`src/rtl/i2ad_pkg.sv`:
```
// Constants shared by the abort flag and DMA request logic
package i2ad_pkg;

    // ------------------------------------------------------------------
    // Register byte addresses
    // ------------------------------------------------------------------
    localparam logic [31:0] ADDR_DMA_CONTROL = 32'h50020388;
    localparam logic [31:0] ADDR_DMA_TX_LEVEL = 32'h5002038c;
    localparam logic [31:0] ADDR_DMA_RX_LEVEL = 32'h50020390;
    localparam logic [31:0] ADDR_ABORT_STATUS = 32'h500203a0;
    localparam logic [31:0] ADDR_ABORT_MASK = 32'h500203a4;

    // ------------------------------------------------------------------
    // Field layout and reset values
    // ------------------------------------------------------------------
    localparam int BIT_RX_DMA_ENABLE = 0;
    localparam int BIT_TX_DMA_ENABLE = 1;
    localparam int DMA_CTL_W = 2;
    localparam int LEVEL_W = 5;
    localparam int REG_W = 16;
    localparam logic [DMA_CTL_W-1:0] RST_DMA_CONTROL = 2'h0;
    localparam logic [LEVEL_W-1:0] RST_TX_LEVEL = 5'h00;
    localparam logic [LEVEL_W-1:0] RST_RX_LEVEL = 5'h00;

    // Abort cause bits
    localparam int ABORT_W = 5;
    localparam int BIT_ABORT_SHORT_ADDR = 0;
    localparam int BIT_ABORT_WIDE_FIRST = 1;
    localparam int BIT_ABORT_WIDE_SECOND = 2;
    localparam int BIT_ABORT_DATA = 3;
    localparam int BIT_ABORT_GCALL = 4;
    localparam logic [ABORT_W-1:0] RST_ABORT_STATUS = 5'h00;
    localparam logic [ABORT_W-1:0] RST_ABORT_MASK = 5'h00;

    // Acknowledge slot phase, one-hot, reported by the protocol engine
    localparam logic [3:0] PH_ADDR_FIRST = 4'h1;
    localparam logic [3:0] PH_ADDR_SECOND = 4'h2;
    localparam logic [3:0] PH_GCALL = 4'h4;
    localparam logic [3:0] PH_DATA = 4'h8;

endpackage : i2ad_pkg

```
`src/rtl/i2ad_core_if.sv`:
```
// Interface joining register block, abort classifier and DMA request logic
`timescale 1ns/10ps
interface i2ad_core_if #(
    parameter int CNT_W = 6
);
    import i2ad_pkg::*;
    logic tx_en;
    logic rx_en;
    logic [LEVEL_W-1:0] tx_lvl;
    logic [LEVEL_W-1:0] rx_lvl;
    logic [CNT_W-1:0] tx_cnt;
    logic [CNT_W-1:0] rx_cnt;
    logic tx_req;
    logic rx_req;
    logic ack_slot;
    logic ack_nack;
    logic [3:0] ack_phase;
    logic master_mode;
    logic master_tx;
    logic wide_addr;
    logic [ABORT_W-1:0] abort_evt;

    modport regs (output tx_en, rx_en, tx_lvl, rx_lvl, tx_cnt, rx_cnt, ack_slot, ack_nack,
                  ack_phase, master_mode, master_tx, wide_addr,
                  input tx_req, rx_req, abort_evt);
    modport dma (input tx_en, rx_en, tx_lvl, rx_lvl, tx_cnt, rx_cnt, output tx_req, rx_req);
    modport cls (input ack_slot, ack_nack, ack_phase, master_mode, master_tx, wide_addr,
                 output abort_evt);
endinterface : i2ad_core_if

```
`src/rtl/i2ad_abort_cls.sv`:
```
// Classifier turning missed acknowledges into abort cause events
`timescale 1ns/10ps
module i2ad_abort_cls
    import i2ad_pkg::*;
(
    input wire logic pclk,
    input wire logic presetn,
    i2ad_core_if.cls cif
);

    typedef struct packed {
        logic [ABORT_W-1:0] evt;
    } i2ad_cls_s;

    i2ad_cls_s st_ff;
    i2ad_cls_s nxt_st;
    logic miss;

    always_comb begin
        nxt_st = '0;
        miss = cif.ack_slot & cif.ack_nack & cif.master_mode;
        if (miss) begin
            unique case (cif.ack_phase)
                PH_GCALL: nxt_st.evt[BIT_ABORT_GCALL] = cif.master_tx;
                PH_DATA: nxt_st.evt[BIT_ABORT_DATA] = cif.master_tx;
                PH_ADDR_SECOND: nxt_st.evt[BIT_ABORT_WIDE_SECOND] = cif.wide_addr;
                PH_ADDR_FIRST: begin
                    nxt_st.evt[BIT_ABORT_WIDE_FIRST] = cif.wide_addr;
                    nxt_st.evt[BIT_ABORT_SHORT_ADDR] = ~cif.wide_addr;
                end
                // Phase code comes from outside; ignore anything not one-hot
                default: nxt_st.evt = '0;
            endcase
        end
    end

    always_ff @(posedge pclk or negedge presetn) begin
        if (!presetn) begin
            st_ff <= '0;
        end else begin
            st_ff <= nxt_st;
        end
    end

    assign cif.abort_evt = st_ff.evt;

endmodule : i2ad_abort_cls

```
`src/rtl/i2ad_dma_req.sv`:
```
// Watermark comparison for transmit and receive DMA requests
`timescale 1ns/10ps
module i2ad_dma_req
    import i2ad_pkg::*;
#(
    parameter int CNT_W = 6
) (
    input wire logic pclk,
    input wire logic presetn,
    i2ad_core_if.dma dif
);

    typedef struct packed {
        logic tx_req;
        logic rx_req;
    } i2ad_dma_s;

    i2ad_dma_s st_ff;
    i2ad_dma_s nxt_st;
    logic [CNT_W-1:0] tx_mark;
    logic [CNT_W-1:0] rx_mark;

    always_comb begin
        tx_mark = CNT_W'(dif.tx_lvl);
        rx_mark = CNT_W'(dif.rx_lvl) + CNT_W'(1);
        nxt_st.tx_req = dif.tx_en & (dif.tx_cnt <= tx_mark);
        nxt_st.rx_req = dif.rx_en & (dif.rx_cnt >= rx_mark);
    end

    always_ff @(posedge pclk or negedge presetn) begin
        if (!presetn) begin
            st_ff <= '0;
        end else begin
            st_ff <= nxt_st;
        end
    end

    assign dif.tx_req = st_ff.tx_req;
    assign dif.rx_req = st_ff.rx_req;

endmodule : i2ad_dma_req

```
`src/rtl/i2ad_top.sv`:
```
// APB register block for I2C abort causes and DMA request generation
//
// Summary of operation
// - As master transmitter, set general-call abort flag when nobody acknowledges it.
// - As master transmitter, set bit 3 when a data byte is not acknowledged.
// - Wide addressing, set bit 2 when second address byte is not acknowledged.
// - Wide addressing, set bit 1 when first address byte is not acknowledged.
// - Short addressing, set bit 0 when the address is not acknowledged.
// - Control bit 1 enables transmit DMA, read-write, resets to zero.
// - Control bit 0 enables receive DMA, read-write, resets to zero.
// - Transmit request while enabled and transmit count at or below 5-bit level.
// - Receive request while enabled and receive count at least level plus one.
//
// Added by the designer: the APB slave port.
`timescale 1ns/10ps
module i2ad_top
    import i2ad_pkg::*;
#(
    parameter int CNT_W = 6
) (
    input wire logic pclk,
    input wire logic presetn,
    input wire logic psel,
    input wire logic penable,
    input wire logic pwrite,
    input wire logic [31:0] paddr,
    input wire logic [31:0] pwdata,
    output logic [31:0] prdata,
    output logic pready,
    output logic pslverr,
    input wire logic ack_slot,
    input wire logic ack_nack,
    input wire logic [3:0] ack_phase,
    input wire logic master_mode,
    input wire logic master_tx,
    input wire logic wide_addr,
    input wire logic [CNT_W-1:0] tx_fifo_count,
    input wire logic [CNT_W-1:0] rx_fifo_count,
    output logic dma_tx_req,
    output logic dma_rx_req,
    output logic xfer_abort,
    output logic irq
);

    // ------------------------------------------------------------------
    // State
    // ------------------------------------------------------------------
    typedef struct packed {
        logic [DMA_CTL_W-1:0] dma_ctl;
        logic [LEVEL_W-1:0] tx_lvl;
        logic [LEVEL_W-1:0] rx_lvl;
        logic [ABORT_W-1:0] abort_st;
        logic [ABORT_W-1:0] abort_mask;
        logic [31:0] prdata;
        logic pready;
        logic pslverr;
        logic irq;
        logic xfer_abort;
        logic dma_tx_req;
        logic dma_rx_req;
    } i2ad_top_s;

    i2ad_top_s st_ff;
    i2ad_top_s nxt_st;

    i2ad_core_if #(.CNT_W(CNT_W)) core_if ();

    // ------------------------------------------------------------------
    // Sub-blocks
    // ------------------------------------------------------------------
    i2ad_abort_cls u_cls (
        .pclk(pclk),
        .presetn(presetn),
        .cif(core_if.cls)
    );

    i2ad_dma_req #(.CNT_W(CNT_W)) u_dma (
        .pclk(pclk),
        .presetn(presetn),
        .dif(core_if.dma)
    );

    // Engine inputs share pclk, so they go straight through
    assign core_if.ack_slot = ack_slot;
    assign core_if.ack_nack = ack_nack;
    assign core_if.ack_phase = ack_phase;
    assign core_if.master_mode = master_mode;
    assign core_if.master_tx = master_tx;
    assign core_if.wide_addr = wide_addr;
    assign core_if.tx_cnt = tx_fifo_count;
    assign core_if.rx_cnt = rx_fifo_count;
    assign core_if.tx_en = st_ff.dma_ctl[BIT_TX_DMA_ENABLE];
    assign core_if.rx_en = st_ff.dma_ctl[BIT_RX_DMA_ENABLE];
    assign core_if.tx_lvl = st_ff.tx_lvl;
    assign core_if.rx_lvl = st_ff.rx_lvl;

    // ------------------------------------------------------------------
    // Bus decode
    // ------------------------------------------------------------------
    logic setup_ph;
    logic access_done;
    logic wr_en;
    logic hit_ctl;
    logic hit_txl;
    logic hit_rxl;
    logic hit_ast;
    logic hit_amk;
    logic hit_any;
    logic [31:0] rd_word;
    logic [ABORT_W-1:0] clr_bits;
    logic [ABORT_W-1:0] set_bits;

    always_comb begin
        setup_ph = psel & ~penable;
        // Write lands only on the edge that completes the access phase
        access_done = psel & penable & st_ff.pready;
        wr_en = access_done & pwrite;
        hit_ctl = (paddr == ADDR_DMA_CONTROL);
        hit_txl = (paddr == ADDR_DMA_TX_LEVEL);
        hit_rxl = (paddr == ADDR_DMA_RX_LEVEL);
        hit_ast = (paddr == ADDR_ABORT_STATUS);
        hit_amk = (paddr == ADDR_ABORT_MASK);
        hit_any = hit_ctl | hit_txl | hit_rxl | hit_ast | hit_amk;
    end

    // ------------------------------------------------------------------
    // Read mux
    // ------------------------------------------------------------------
    always_comb begin
        rd_word = 32'h00000000;
        if (hit_ctl) begin
            rd_word[DMA_CTL_W-1:0] = st_ff.dma_ctl;
        end
        if (hit_txl) begin
            rd_word[LEVEL_W-1:0] = st_ff.tx_lvl;
        end
        if (hit_rxl) begin
            rd_word[LEVEL_W-1:0] = st_ff.rx_lvl;
        end
        if (hit_ast) begin
            rd_word[ABORT_W-1:0] = st_ff.abort_st;
        end
        if (hit_amk) begin
            rd_word[ABORT_W-1:0] = st_ff.abort_mask;
        end
    end

    // ------------------------------------------------------------------
    // Next state
    // ------------------------------------------------------------------
    always_comb begin
        nxt_st = st_ff;

        // Bus answer: one wait-free access phase after every setup cycle
        nxt_st.pready = setup_ph;
        nxt_st.pslverr = setup_ph & ~hit_any;
        if (setup_ph) begin
            nxt_st.prdata = (pwrite || !hit_any) ? 32'h00000000 : rd_word;
        end

        // Register writes
        if (wr_en && hit_ctl) begin
            nxt_st.dma_ctl[BIT_TX_DMA_ENABLE] = pwdata[BIT_TX_DMA_ENABLE];
            nxt_st.dma_ctl[BIT_RX_DMA_ENABLE] = pwdata[BIT_RX_DMA_ENABLE];
        end
        if (wr_en && hit_txl) begin
            nxt_st.tx_lvl = pwdata[LEVEL_W-1:0];
        end
        if (wr_en && hit_rxl) begin
            nxt_st.rx_lvl = pwdata[LEVEL_W-1:0];
        end
        if (wr_en && hit_amk) begin
            nxt_st.abort_mask = pwdata[ABORT_W-1:0];
        end

        // Sticky causes; a fresh event beats a same-cycle clear
        clr_bits = (wr_en && hit_ast) ? pwdata[ABORT_W-1:0] : '0;
        set_bits = core_if.abort_evt;
        nxt_st.abort_st = (st_ff.abort_st & ~clr_bits) | set_bits;

        // Transfer stays halted until every cause is cleared
        nxt_st.xfer_abort = |nxt_st.abort_st;
        nxt_st.irq = |(nxt_st.abort_st & st_ff.abort_mask);

        nxt_st.dma_tx_req = core_if.tx_req;
        nxt_st.dma_rx_req = core_if.rx_req;
    end

    // ------------------------------------------------------------------
    // Registers
    // ------------------------------------------------------------------
    always_ff @(posedge pclk or negedge presetn) begin
        if (!presetn) begin
            st_ff.dma_ctl <= RST_DMA_CONTROL;
            st_ff.tx_lvl <= RST_TX_LEVEL;
            st_ff.rx_lvl <= RST_RX_LEVEL;
            st_ff.abort_st <= RST_ABORT_STATUS;
            st_ff.abort_mask <= RST_ABORT_MASK;
            st_ff.prdata <= 32'h00000000;
            st_ff.pready <= 1'b0;
            st_ff.pslverr <= 1'b0;
            st_ff.irq <= 1'b0;
            st_ff.xfer_abort <= 1'b0;
            st_ff.dma_tx_req <= 1'b0;
            st_ff.dma_rx_req <= 1'b0;
        end else begin
            st_ff <= nxt_st;
        end
    end

    // ------------------------------------------------------------------
    // Outputs
    // ------------------------------------------------------------------
    // Requests gain one register stage here so every port leaves a flop
    assign prdata = st_ff.prdata;
    assign pready = st_ff.pready;
    assign pslverr = st_ff.pslverr;
    assign irq = st_ff.irq;
    assign xfer_abort = st_ff.xfer_abort;
    assign dma_tx_req = st_ff.dma_tx_req;
    assign dma_rx_req = st_ff.dma_rx_req;

endmodule : i2ad_top

```
`config.mk`:
```
export PLATFORM = sky130hd
export DESIGN_NAME = i2ad_top
export DESIGN_NICKNAME = d
export VERILOG_FILES = /design/src/rtl/i2ad_pkg.sv /design/src/rtl/i2ad_core_if.sv /design/src/rtl/i2ad_abort_cls.sv /design/src/rtl/i2ad_dma_req.sv /design/src/rtl/i2ad_top.sv
export SDC_FILE = /design/constraint.sdc
export NUM_CORES = 1
export LEC_CHECK = 0
export ABC_AREA = 1
export BUFFER_PORTS_ARGS = -buffer_cell sky130_fd_sc_hd__buf_4
export CORE_UTILIZATION = 50
export DETAILED_ROUTE_END_ITERATION = 12
export GPL_TIMING_DRIVEN = 0
export PLACE_DENSITY = 0.82
export SLEW_MARGIN = 20
export SYNTH_ARGS = -nofsm -noshare
export SYNTH_HDL_FRONTEND = slang
export SYNTH_HIERARCHICAL = 1
export SYNTH_SLANG_ARGS = --single-unit
```
`constraint.sdc`:
```
create_clock -name pclk -period 3.8 [get_ports pclk]
set_input_delay 0.57 -clock pclk [delete_from_list [all_inputs] [get_ports pclk]]
set_output_delay 0.57 -clock pclk [all_outputs]
set_load 0.01 [all_outputs]
```
; ---- Word level (Yosys, flattened, before mapping)
; Cells that the tools add are included.
[word_totals]
register_bits = 67
in_bits = 90
out_inout_bits = 38
elab_cells = 68
[classes]
add_sub_neg = 1
n_lt_le_gt_ge = 2
eq_ne = 9
n_mux = 12
bitwise = 20
reduce_logical = 9
[ops]
columns = operator, n
row1 = $eq 32x31->1 const B, 5
row2 = $mux 5, 7
row3 = $and 5x5->5, 2
row4 = $reduce_or 5->1, 2
row5 = $and 1x1->1, 9
row6 = $add 5x1->6 const B, 1
row7 = $ge 6x6->1, 1
row8 = $le 6x5->1, 1
row9 = $logic_and 1x1->1, 5
row10 = $not 5->5, 1
row11 = $or 5x5->5, 1
row12 = $eq 4x1->1 const B, 1
row13 = $eq 4x2->1 const B, 1
row14 = $eq 4x3->1 const B, 1
row15 = $eq 4x4->1 const B, 1
row16 = $mux 2, 2
row17 = $or 1x1->1, 4
row18 = $mux 1, 3
row19 = $not 1->1, 3
row20 = $logic_not 1->1, 1
row21 = $logic_or 1x1->1, 1

; ---- Longest topological paths before layout
; Gate-level depths: netlist (run 1).
[logic_depth]
word_depth = 10
ltp_mapped = 14
mapped_depth_nobuf = 14

; ---- Cells and area by module
; The synthesis (run 1) kept the hierarchy.
[modules_own_cells]
columns = module, n_inst, cells_each, area_per_inst_um2, seq_area_each_um2
row1 = i2ad_top, 1, 362, 2388.5, 825.8
row2 = i2ad_dma_req, 1, 57, 411.6, 50.0
row3 = i2ad_abort_cls, 1, 28, 219.0, 125.1

; ---- Worst setup path after synthesis (run 1)
; OpenSTA, ideal clock, no wires.
[synth_timing]
kind = input to register
startpoint = input paddr[6]
endpoint = register prdata[3] (netlist name)
setup_ns = 0.116
arrival_time_ns = 1.579
slack_ns = 2.104
path_stages = 13
path_cell_list = inv_1 nand2_1 inv_1 nand2_2 nor2_2 nand2_2 nor2_4 inv_1 or2_0 nand2_1 nand2_1 nand2_1 nand2_1
[synth_via]
elab_chain_len = 8
[synth_rtl]
columns = element, line_no
row1 = "start, declared", i2ad_top.sv:26  ; input wire logic [31:0] paddr,
row2 = $eq 32x31->1 (on tied branches), "i2ad_top.sv:118, i2ad_top.sv:119"
row3 = $or 1x1->1 (4 in series), i2ad_top.sv:123  ; hit_any = hit_ctl | hit_txl | hit_rxl | hit_ast | hit_amk;
row4 = $logic_not 1->1, i2ad_top.sv:158  ; nxt_st.prdata = (pwrite || !hit_any) ? 32'h00000000 : rd_word;
row5 = $logic_or 1x1->1, i2ad_top.sv:158
row6 = $mux 5 *, i2ad_top.sv:158
; Every way passes the cells marked *; elsewhere a longest branch is shown, timed or not.
; A chain may end at the register's enable or synchronous reset.

; ---- Final worst setup path (run 1)
[layout_timing]
startpoint = input paddr[1]
endpoint = register prdata[0] (netlist name)
[layout_via]
elab_chain_len = 8
[layout_rtl]
columns = element, line_no
row1 = $eq 32x31->1 (on tied branches), "i2ad_top.sv:118, i2ad_top.sv:119"
row2 = $or 1x1->1 (4 in series), i2ad_top.sv:123
row3 = $logic_not 1->1, i2ad_top.sv:158
row4 = $logic_or 1x1->1, i2ad_top.sv:158
row5 = $mux 5 *, i2ad_top.sv:158
; Marks and branches as above.

==> results of run 1 <==
## power groups by stage
stage	combinational, mW	clock (mW)	sequential (mW)
2_1_floorplan	0.0760	0	0.436
3_3_place_gp	0.151	0	0.435
3_5_place_dp	0.155	0	0.435
4_1_cts	0.155	0.376	0.427
5_1_grt	0.175	0.391	0.427
6_report	0.156	0.369	0.427
## cells by family after synthesis
kind of cell,Yosys count,synth area share [%]
XOR/XNOR,3,0.870
AO/OA/AOI/OAI,29,5.30
adder cells (fa/ha/maj),12,4.97
other,1,0.124
AND/OR/NAND/NOR,260,38.9
buffers and inverters,102,16.7
flip-flops,40,33.2
## final timing paths
kind / from / endpoint / slack, ns
hold reg to reg: u_dma/dif.rx_req$_DFF_PN0_ / dma_rx_req$_DFF_PN0_ / 0.36
setup / recovery: paddr[1] / prdata[0]$_DFFE_PN0P_ / 1.99
min in group pclk: u_dma/dif.rx_req$_DFF_PN0_ / dma_rx_req$_DFF_PN0_ / 0.36
hold / removal: presetn / dma_rx_req$_DFF_PN0_ / 0.23
setup reg to reg: core_if.rx_lvl[1]$_DFFE_PN0P_ / u_dma/dif.rx_req$_DFF_PN0_ / 2.10
max in group asynchronous: presetn / st_ff[41]$_DFFE_PN0P_ / 3.22
## sequential cells by signal (all words and copies together), names as in the netlist
register             count
dma_rx_req               1
core_if.rx_lvl           5
u_cls/cif.abort_evt      5
u_dma/dif.rx_req         1
dma_tx_req               1
pslverr                  1
st_ff                   10
irq                      1
core_if.tx_lvl           5
pready                   1
u_dma/dif.tx_req         1
prdata                   5
core_if.rx_en            1
core_if.tx_en            1
xfer_abort               1
## area by class of cell
cell class	instances	area, um^2	area share, %
clock inverters	2	38.8	1.00
repair buffers	73	548	14.1
inverters	70	263	6.78
multi-input cells	331	1610	41.6
plain buffers	32	240	6.20
flip-flops and latches	40	1000	25.8
well taps	72	90.1	2.32
clock buffers	6	82.6	2.13
## cells in the final DEF (no fill, tap or decap), types with 2 or more instances in the layout
cell type | Yosys | final
nor2_4 | 4 | 4
o21ai_1 | 2 | 2
nor2_1 | 61 | 61
conb_1 | 1 | 27
or2_0 | 3 | 3
nor3_1 | 6 | 6
buf_4 | 32 | 105
o21ai_0 | 19 | 19
a21oi_2 | 2 | 2
clkbuf_8 | 0 | 6
nand4_1 | 6 | 6
xor2_1 | 2 | 2
nand3_1 | 28 | 28
nor2_2 | 11 | 11
inv_2 | 6 | 6
a21oi_1 | 3 | 3
dfrtp_1 | 40 | 40
ha_1 | 12 | 12
inv_1 | 63 | 63
nand2_2 | 8 | 8
nand2_1 | 123 | 123
nand3b_1 | 4 | 4
nand3_2 | 3 | 3
## layer usage
metal  wire [um]  up-vias  part of all wire, %  global-route usage (%)
met1        2920     1359                   41                    28.9
met3         475       15                  6.7                    5.49
met2        3630       96                   51                    44.3
li1            -     1528                    -                       -
met5           0        -                    0                       0
met4         112        0                  1.6                    7.27
## per-stage QoR
step	cells	util [%]	setup WS [ns]	power (mW)	hold slack [ns]
floorplan	473	-	2.10	0.512	0.274
global placement	618	66.2	1.80	0.586	0.336
detailed placement	618	66.2	1.74	0.590	0.352
CTS	626	68.3	2.04	0.959	0.249
global route	626	68.3	1.89	0.993	0.278
finish	626	68.3	1.99	0.952	0.229
==> metrics.md, run 1 <==
| Metric | Value |
|---|---|
| Mapped Avg Cell Area | 6.75 um^2 |
| Maximum vdd ir drop | between 200 and 300 uV |
| Routed WL | 7.14 mm |
| Ys flop type | dfrtp_1 |
| Share of cells above drive strength 1 | 26.9% |
| RSZ-0062 raised after global routing | no |
| Lkg Pwr | 2.08 nW |
| Final hold violations | 0 |
| Min-Delay Path Class | in2async |
| Die width | 79.7 um |
| Initial core utilization | 53.2% |
| Setup TNS | 0 ns |
| Post-synth top area cell | dfrtp_1 |
| Pwr Density | 246 nW/um^2 |
| H-tree levels | 2 |
| Worst-path fanout max | 4 |
| Slew @ Worst Pin | approximately 0.53 ns |
| Net Sw Frac | 24.4% |
| Total CTS buffers | 5 |
| Root buf cell | clkbuf_8 |
| Arr. time, crit path | 2.04 ns |
| Tcrit/Tclk final | between 40% and 50% |
| Synth area leaders | dfrtp_1, nand2_1, buf_4, inv_1, nor2_1 |
| Synth cell count leaders | nand2_1, inv_1, nor2_1 |
| Final net count | roughly 660 |
| Sequential-to-total area share from yosys stat | 33.2% |
| Worst setup EP type | flop |
| First-pass GRT wire length | 12.2 mm |
| Syn Inst Count | 447 |
| Outcome | finished, final reports clean |
| Area share of the largest cell type after synthesis | between 30% and 40% |
| DR vias | 2998 |
| Clk network pwr share | between 30 and 40% |
| CTS tree | done |
| DIE AREA | about 6400 um^2 |
| Asr flop ratio synth | 100% |
| Largest net degree at the start of global routing | 41 |
| Placement Rows | 27 |
| Synth Cell Area | roughly 3000 um^2 |
| Fmax achieved | 553 MHz |
| GRT overflow | 0 |
| Leading cell type by number of instances after synthesis | nand2_1 |
| Initial DRT Pass Iterations | 4 |
| Distinct cell type count after synthesis | 30 |
| CP max stage cell | nor3_1 |
| Warnings from Yosys | 6 |
| Clock Path Buffers | 2 |
| Int Pwr | 0.720 mW |
| Post-CTS setup buffer count | 0 |
| Cell Chain, Critical Path | buf_4 > nor2_2 > nand2_1 > inv_1 > nand2_2 > nor2_4 > nand2_1 > nand2_1 > nor2_1 > nor3_1 > nand2_1 > nand2_1 |
| Sequential share of power | 44.9% |
| Tmin final | 1.81 ns |
| Initial antenna violation count | 0 |
| Vias in the first global route | 2935 |
| Crit path max-delay family | simple AND/OR/NAND/NOR gates |
| Max incr delay on CP | 0.21 ns |
| Hold_buf cts | 0 |
| Most used cell along the critical path | nand2_1 |
| Max Cap Viol | 0 |
| Clock latency on the worst-skew pair | roughly 0.30 ns |
| Worst Clk Skew | 0.00986 ns |
| Post-DP HPWL | 5.79 mm |
| Area grow syn2layout | 28.4% |
| Crit path depth | 12 |
| Comb power frac | 16.3% |
| Initial DRC count | about 160 |
| WS Path Type | in2reg |
| Final Cell Area | between 3000 and 4000 um^2 |
| Buf/Inv on CP | 2 |
| Vias per cell | 4.79 |
| Worst-path clk slew | 0.08 ns |
| N_diodes | 0 |
| R2R cell count | 8 |
| Required @ worst endpoint | 4.03 ns |
| Synthesis-stage register bit count | 40 |
| Gr usage total | 24.6% |
| Area post-placement | 3750 um^2 |
| IO Pins | 128 |
| Max-slew violation count | 0 |
| Rel. slew slack | 64.6% |
| Switch Pwr | 0.232 mW |
| Gpl congestion | around 0.9 |
| Core box area | 5680 um^2 |
| Wire per inst | 11.4 um |
| Count of buffers from port buffering | 73 |
| Post-DRT Antenna Nets | 0 |
| Residual DRC | 0 |
| Crit start category | input port |
| CTS-repair resized insts | 0 |
| Post-synth EDFFs | 0 |
| Clock Sinks | 40 |
| Die Y | 79.7 um |
| Final setup violation count | 0 |
| Filler cells | 525 |
Power figures use the tool's default switching activity.
==> run 2: changes to the inputs <==
--- a/config.mk
+++ b/config.mk
@@ -5,12 +5,12 @@
 export SDC_FILE = /design/constraint.sdc
 export NUM_CORES = 1
 export LEC_CHECK = 0
-export ABC_AREA = 1
+export ABC_AREA = 0
 export BUFFER_PORTS_ARGS = -buffer_cell sky130_fd_sc_hd__buf_4
-export CORE_UTILIZATION = 50
+export CORE_UTILIZATION = 46
 export DETAILED_ROUTE_END_ITERATION = 12
 export GPL_TIMING_DRIVEN = 0
-export PLACE_DENSITY = 0.82
+export PLACE_DENSITY = 0.8
 export SLEW_MARGIN = 20
 export SYNTH_ARGS = -nofsm -noshare
 export SYNTH_HDL_FRONTEND = slang
==> constraint.sdc (replaced) <==
create_clock -name pclk -period 1.9 [get_ports pclk]
set_input_delay 0.285 -clock pclk [delete_from_list [all_inputs] [get_ports pclk]]
set_output_delay 0.285 -clock pclk [all_outputs]
set_load 0.01 [all_outputs]
==> run 2 against run 1 <==
Effect of this change:
- sequential power grew 100%
- final cell count fell by 32%
- worst setup slack got worse by 1.9 ns
- core utilization is 3.2 points lower
- die area decreased by 8.8%
- register-to-register slack got worse by 2.0 ns
- wire length down 23%
- global-route usage fell by 4.9 points
==> metrics.md, run 2 <==
| Metric | Value |
|---|---|
| Outcome | finished, final reports clean (unchanged) |
| Residual DRC | 0 (unchanged) |
| Clock Path Buffers | 2 (unchanged) |
| Distinct cell type count after synthesis | 52 (was 30) |
| IO Pins | 128 (unchanged) |
| Asr flop ratio synth | 100% (unchanged) |
| Vias per cell | 4.82 (was 4.79) |
| End of the worst hold path | u_cls/cif.abort_evt[0]$_DFF_PN0_ |
| GRT overflow | 0 (unchanged) |
| Synth Cell Area | 2530 um^2 (was 3020 um^2) |
| Sequential share of power | 49.4% (was 44.9%) |
| Area share of the largest cell type after synthesis | 39.6% (was 33.2%) |
| Net Sw Frac | 24.2% (was 24.4%) |
| Max Cap Viol | 0 (unchanged) |
| Post-synth top area cell | dfrtp_1 (unchanged) |
| Share of cells above drive strength 1 | 42.1% (was 26.9%) |
| Maximum vdd ir drop | 318 uV (was 254 uV) |
| Die width | 76.1 um (was 79.7 um) |
| Placed cell count | 412 (was 618) |
| Warnings from Yosys | 6 (unchanged) |
| Hold path depth | 2 |
| Worst-path fanout max | 2 (was 4) |
| Worst setup EP type | flop (unchanged) |
| Max-slew violation count | 0 (unchanged) |
| Vias in the first global route | 1982 (was 2935) |
| Register area | 1000 um^2 (about the same) |
| Filler cells | 451 (was 525) |
| Multi-input logic area | 1290 um^2 (was 1610 um^2) |
| R2R cell count | 7 (was 8) |
| Initial DRT Pass Iterations | 4 (unchanged) |
| Finished Layout Cells | 424 (was 626) |
| Final setup violation count | 0 (unchanged) |
| Syn Inst Count | 245 (was 447) |
| H-tree levels | 2 (unchanged) |
| Rel. slew slack | 66.6% (was 64.6%) |
| Root buf cell | clkbuf_8 (unchanged) |
| Post-DRT Antenna Nets | 0 (unchanged) |
| Reg2reg end | u_dma/dif.rx_req$_DFF_PN0_ (unchanged) |
| Most frequent cells in the layout | buf_4, dfrtp_1, conb_1, nor2_1, inv_1 (was nand2_1, buf_4, inv_1, nor2_1, dfrtp_1) |
| Hold slack | 0.160 ns (was 0.229 ns) |
| Initial DRC count | 68 (was 163) |
| N_diodes | 0 (unchanged) |
| Initial core utilization | 48.6% (was 53.2%) |
| Post-synth EDFFs | 0 (unchanged) |
| Total CTS buffers | 5 (unchanged) |
| First-pass GRT wire length | 9.00 mm (was 12.2 mm) |
| Int Pwr | 1.32 mW (was 0.720 mW) |
| Min-Delay Path Class | in2reg (was in2async) |
| Slew @ Worst Pin | 0.494 ns (was 0.530 ns) |
| Mapped Avg Cell Area | 10.3 um^2 (was 6.75 um^2) |
| Final hold violations | 0 (unchanged) |
| Ys flop type | dfrtp_1 (unchanged) |
| Gr usage total | 19.7% (was 24.6%) |
| Initial antenna violation count | 0 (unchanged) |
| Fmax achieved | around 550 MHz |
| Pwr Density | 512 nW/um^2 (was 246 nW/um^2) |
| WS Path Type | in2reg (unchanged) |
| Routed WL | 5.49 mm (was 7.14 mm) |
| Arr. time, crit path | 1.99 ns (was 2.04 ns) |
| Die Y | 76.1 um (was 79.7 um) |
| Commonest non-fill, non-tap cell in the layout | buf_4 (was nand2_1) |
| Overall Power | 1.74 mW (was 0.952 mW) |
| Tcrit/Tclk final | a little over nine tenths |
| Wire per inst | 12.9 um (was 11.4 um) |
| Hold_sp | wide_addr |
| RR Startpoint | core_if.rx_lvl[0]$_DFFE_PN0P_ (was core_if.rx_lvl[1]$_DFFE_PN0P_) |
| Comb power frac | 17.3% (was 16.3%) |
| Leading cell type by number of instances after synthesis | dfrtp_1 (was nand2_1) |
| Final net count | 455 (was 655) |
| Worst setup path startpoint | paddr[16] (was paddr[1]) |
| Lkg Pwr | 1.66 nW (was 2.08 nW) |
| DIE AREA | 5800 um^2 (was 6350 um^2) |
| Largest Register | st_ff (unchanged) |
| Max FFs per register | 10 (unchanged) |
| Synth area leaders | dfrtp_1, buf_4, mux2_2, ha_1, nor2_1 (was dfrtp_1, nand2_1, buf_4, inv_1, nor2_1) |
| DR vias | 2045 (was 2998) |
| Crit start category | input port (unchanged) |
| Largest net degree at the start of global routing | 41 (unchanged) |
| Sequential-to-total area share from yosys stat | 39.6% (was 33.2%) |
| Switch Pwr | 0.420 mW (was 0.232 mW) |
| Tmin final | 1.81 ns |
| Post-DP HPWL | 4.32 mm (was 5.79 mm) |
| Placement Rows | 26 (was 27) |
| Gpl congestion | 0.859 (was 0.911) |
| Worst-path clk slew | 0.07 ns (was 0.08 ns) |
| Clock latency on the worst-skew pair | 0.30 ns (about the same) |
| CTS tree | done (unchanged) |
| Setup TNS | 0 ns (unchanged) |
| Clk network pwr share | 33.2% (was 38.8%) |
| Synth cell count leaders | dfrtp_1, buf_4, nor2_1 (was nand2_1, inv_1, nor2_1) |
| Clock Sinks | 40 (unchanged) |
| Count of buffers from port buffering | 71 (was 73) |
| Required @ worst endpoint | 2.08 ns (was 4.03 ns) |
| R2r setup slk | 0.13 ns (was 2.10 ns) |
| Core box area | 5200 um^2 (was 5680 um^2) |
| Synthesis-stage register bit count | 40 (unchanged) |
| Area grow syn2layout | 34.2% (was 28.4%) |
| Worst Clk Skew | 0.00599 ns (was 0.00986 ns) |
## run 2: changes by cell type in the layout (fill, tap and decap cells not counted), moves of 9 or more
cell     previous run  this run
inv_1              63        17
nand3_1            28         9
nor2_2             11         1
o21ai_0            19        10
mux2_2              0        16
nand2_1           123         9
nor2_1             61        18
## run 2: through the flow
stage / setup slack [ns] / area (um^2) / util, %
2_1_floorplan: 0.0501 / 2630 / -
3_3_place_gp: -0.227 / 3250 / 62.4
3_5_place_dp: -0.252 / 3250 / 62.4
4_1_cts: 0.0575 / 3350 / 64.3
5_1_grt: -0.0222 / 3390 / 65.1
6_report: 0.0948 / 3390 / 65.1
## run 2: worst max path at each step
| stage | slack (ns) | end | cells past startpoint |
|---|---|---|---|
| after floorplan | 0.05 | st_ff[38]$_DFFE_PN0P_ | 6 |
| after global placement | -0.23 | core_if.rx_lvl[4]$_DFFE_PN0P_ | 7 |
| after detailed placement | -0.25 | core_if.rx_lvl[4]$_DFFE_PN0P_ | 7 |
| after CTS | 0.06 | core_if.rx_lvl[4]$_DFFE_PN0P_ | 7 |
| after global routing | -0.02 | core_if.tx_en$_DFFE_PN0P_ | 6 |
| final | 0.09 | core_if.tx_en$_DFFE_PN0P_ | 6 |
## run 2: cells by family after synthesis
group	count (synthesis)	synth area share (%)
other	1	0.148
flip-flops	40	39.6
AO/OA/AOI/OAI	39	11.2
multiplexers	19	8.37
AND/OR/NAND/NOR	76	20.0
buffers and inverters	54	13.4
adder cells (fa/ha/maj)	12	5.94
XOR/XNOR	4	1.39
## run 2: layout make-up
cell class	count	area share [%]
buffer	37	8.08
tap	70	2.58
inverter	17	1.88
sequential	40	29.6
timing repair buffer	75	17.0
clock buffer	8	2.66
multi-input combinational	177	38.2
## run 2: routing by layer
layer / vias to the layer above / GRT usage (%) / share of wire, % / wire, um
met2: 75 / 34.1 / 50 / 2750
li1: 1027 / - / - / -
met4: 0 / 8.85 / 1.9 / 105
met5: - / 0 / 0 / 0
met3: 12 / 3.83 / 6.2 / 340
met1: 931 / 23.7 / 42 / 2290
## run 2: critical path: stages
cell and delay, ns:
buf_4 0.11, nor4b_1 0.31, nand4_1 0.24, buf_4 0.20, nor4b_1 0.47, mux2_2 0.39
## run 2: power by group through the flow
stage               clock [mW]  sequential, mW  combinational (mW)
floorplan                    0           0.876               0.148
global placement             0           0.876               0.290
detailed placement           0           0.876               0.297
CTS                      0.586           0.859               0.300
global route             0.618           0.859               0.332
finish                   0.577           0.859               0.301
## run 2: repair_timing
action | in CTS | in global routing
setup buffers | 0 | 3
setup endpoints to repair | 0 | 17
endpoints found under the hold margin | 40 | 0
gates resized for setup | 0 | 3
hold buffers | 1 | 0
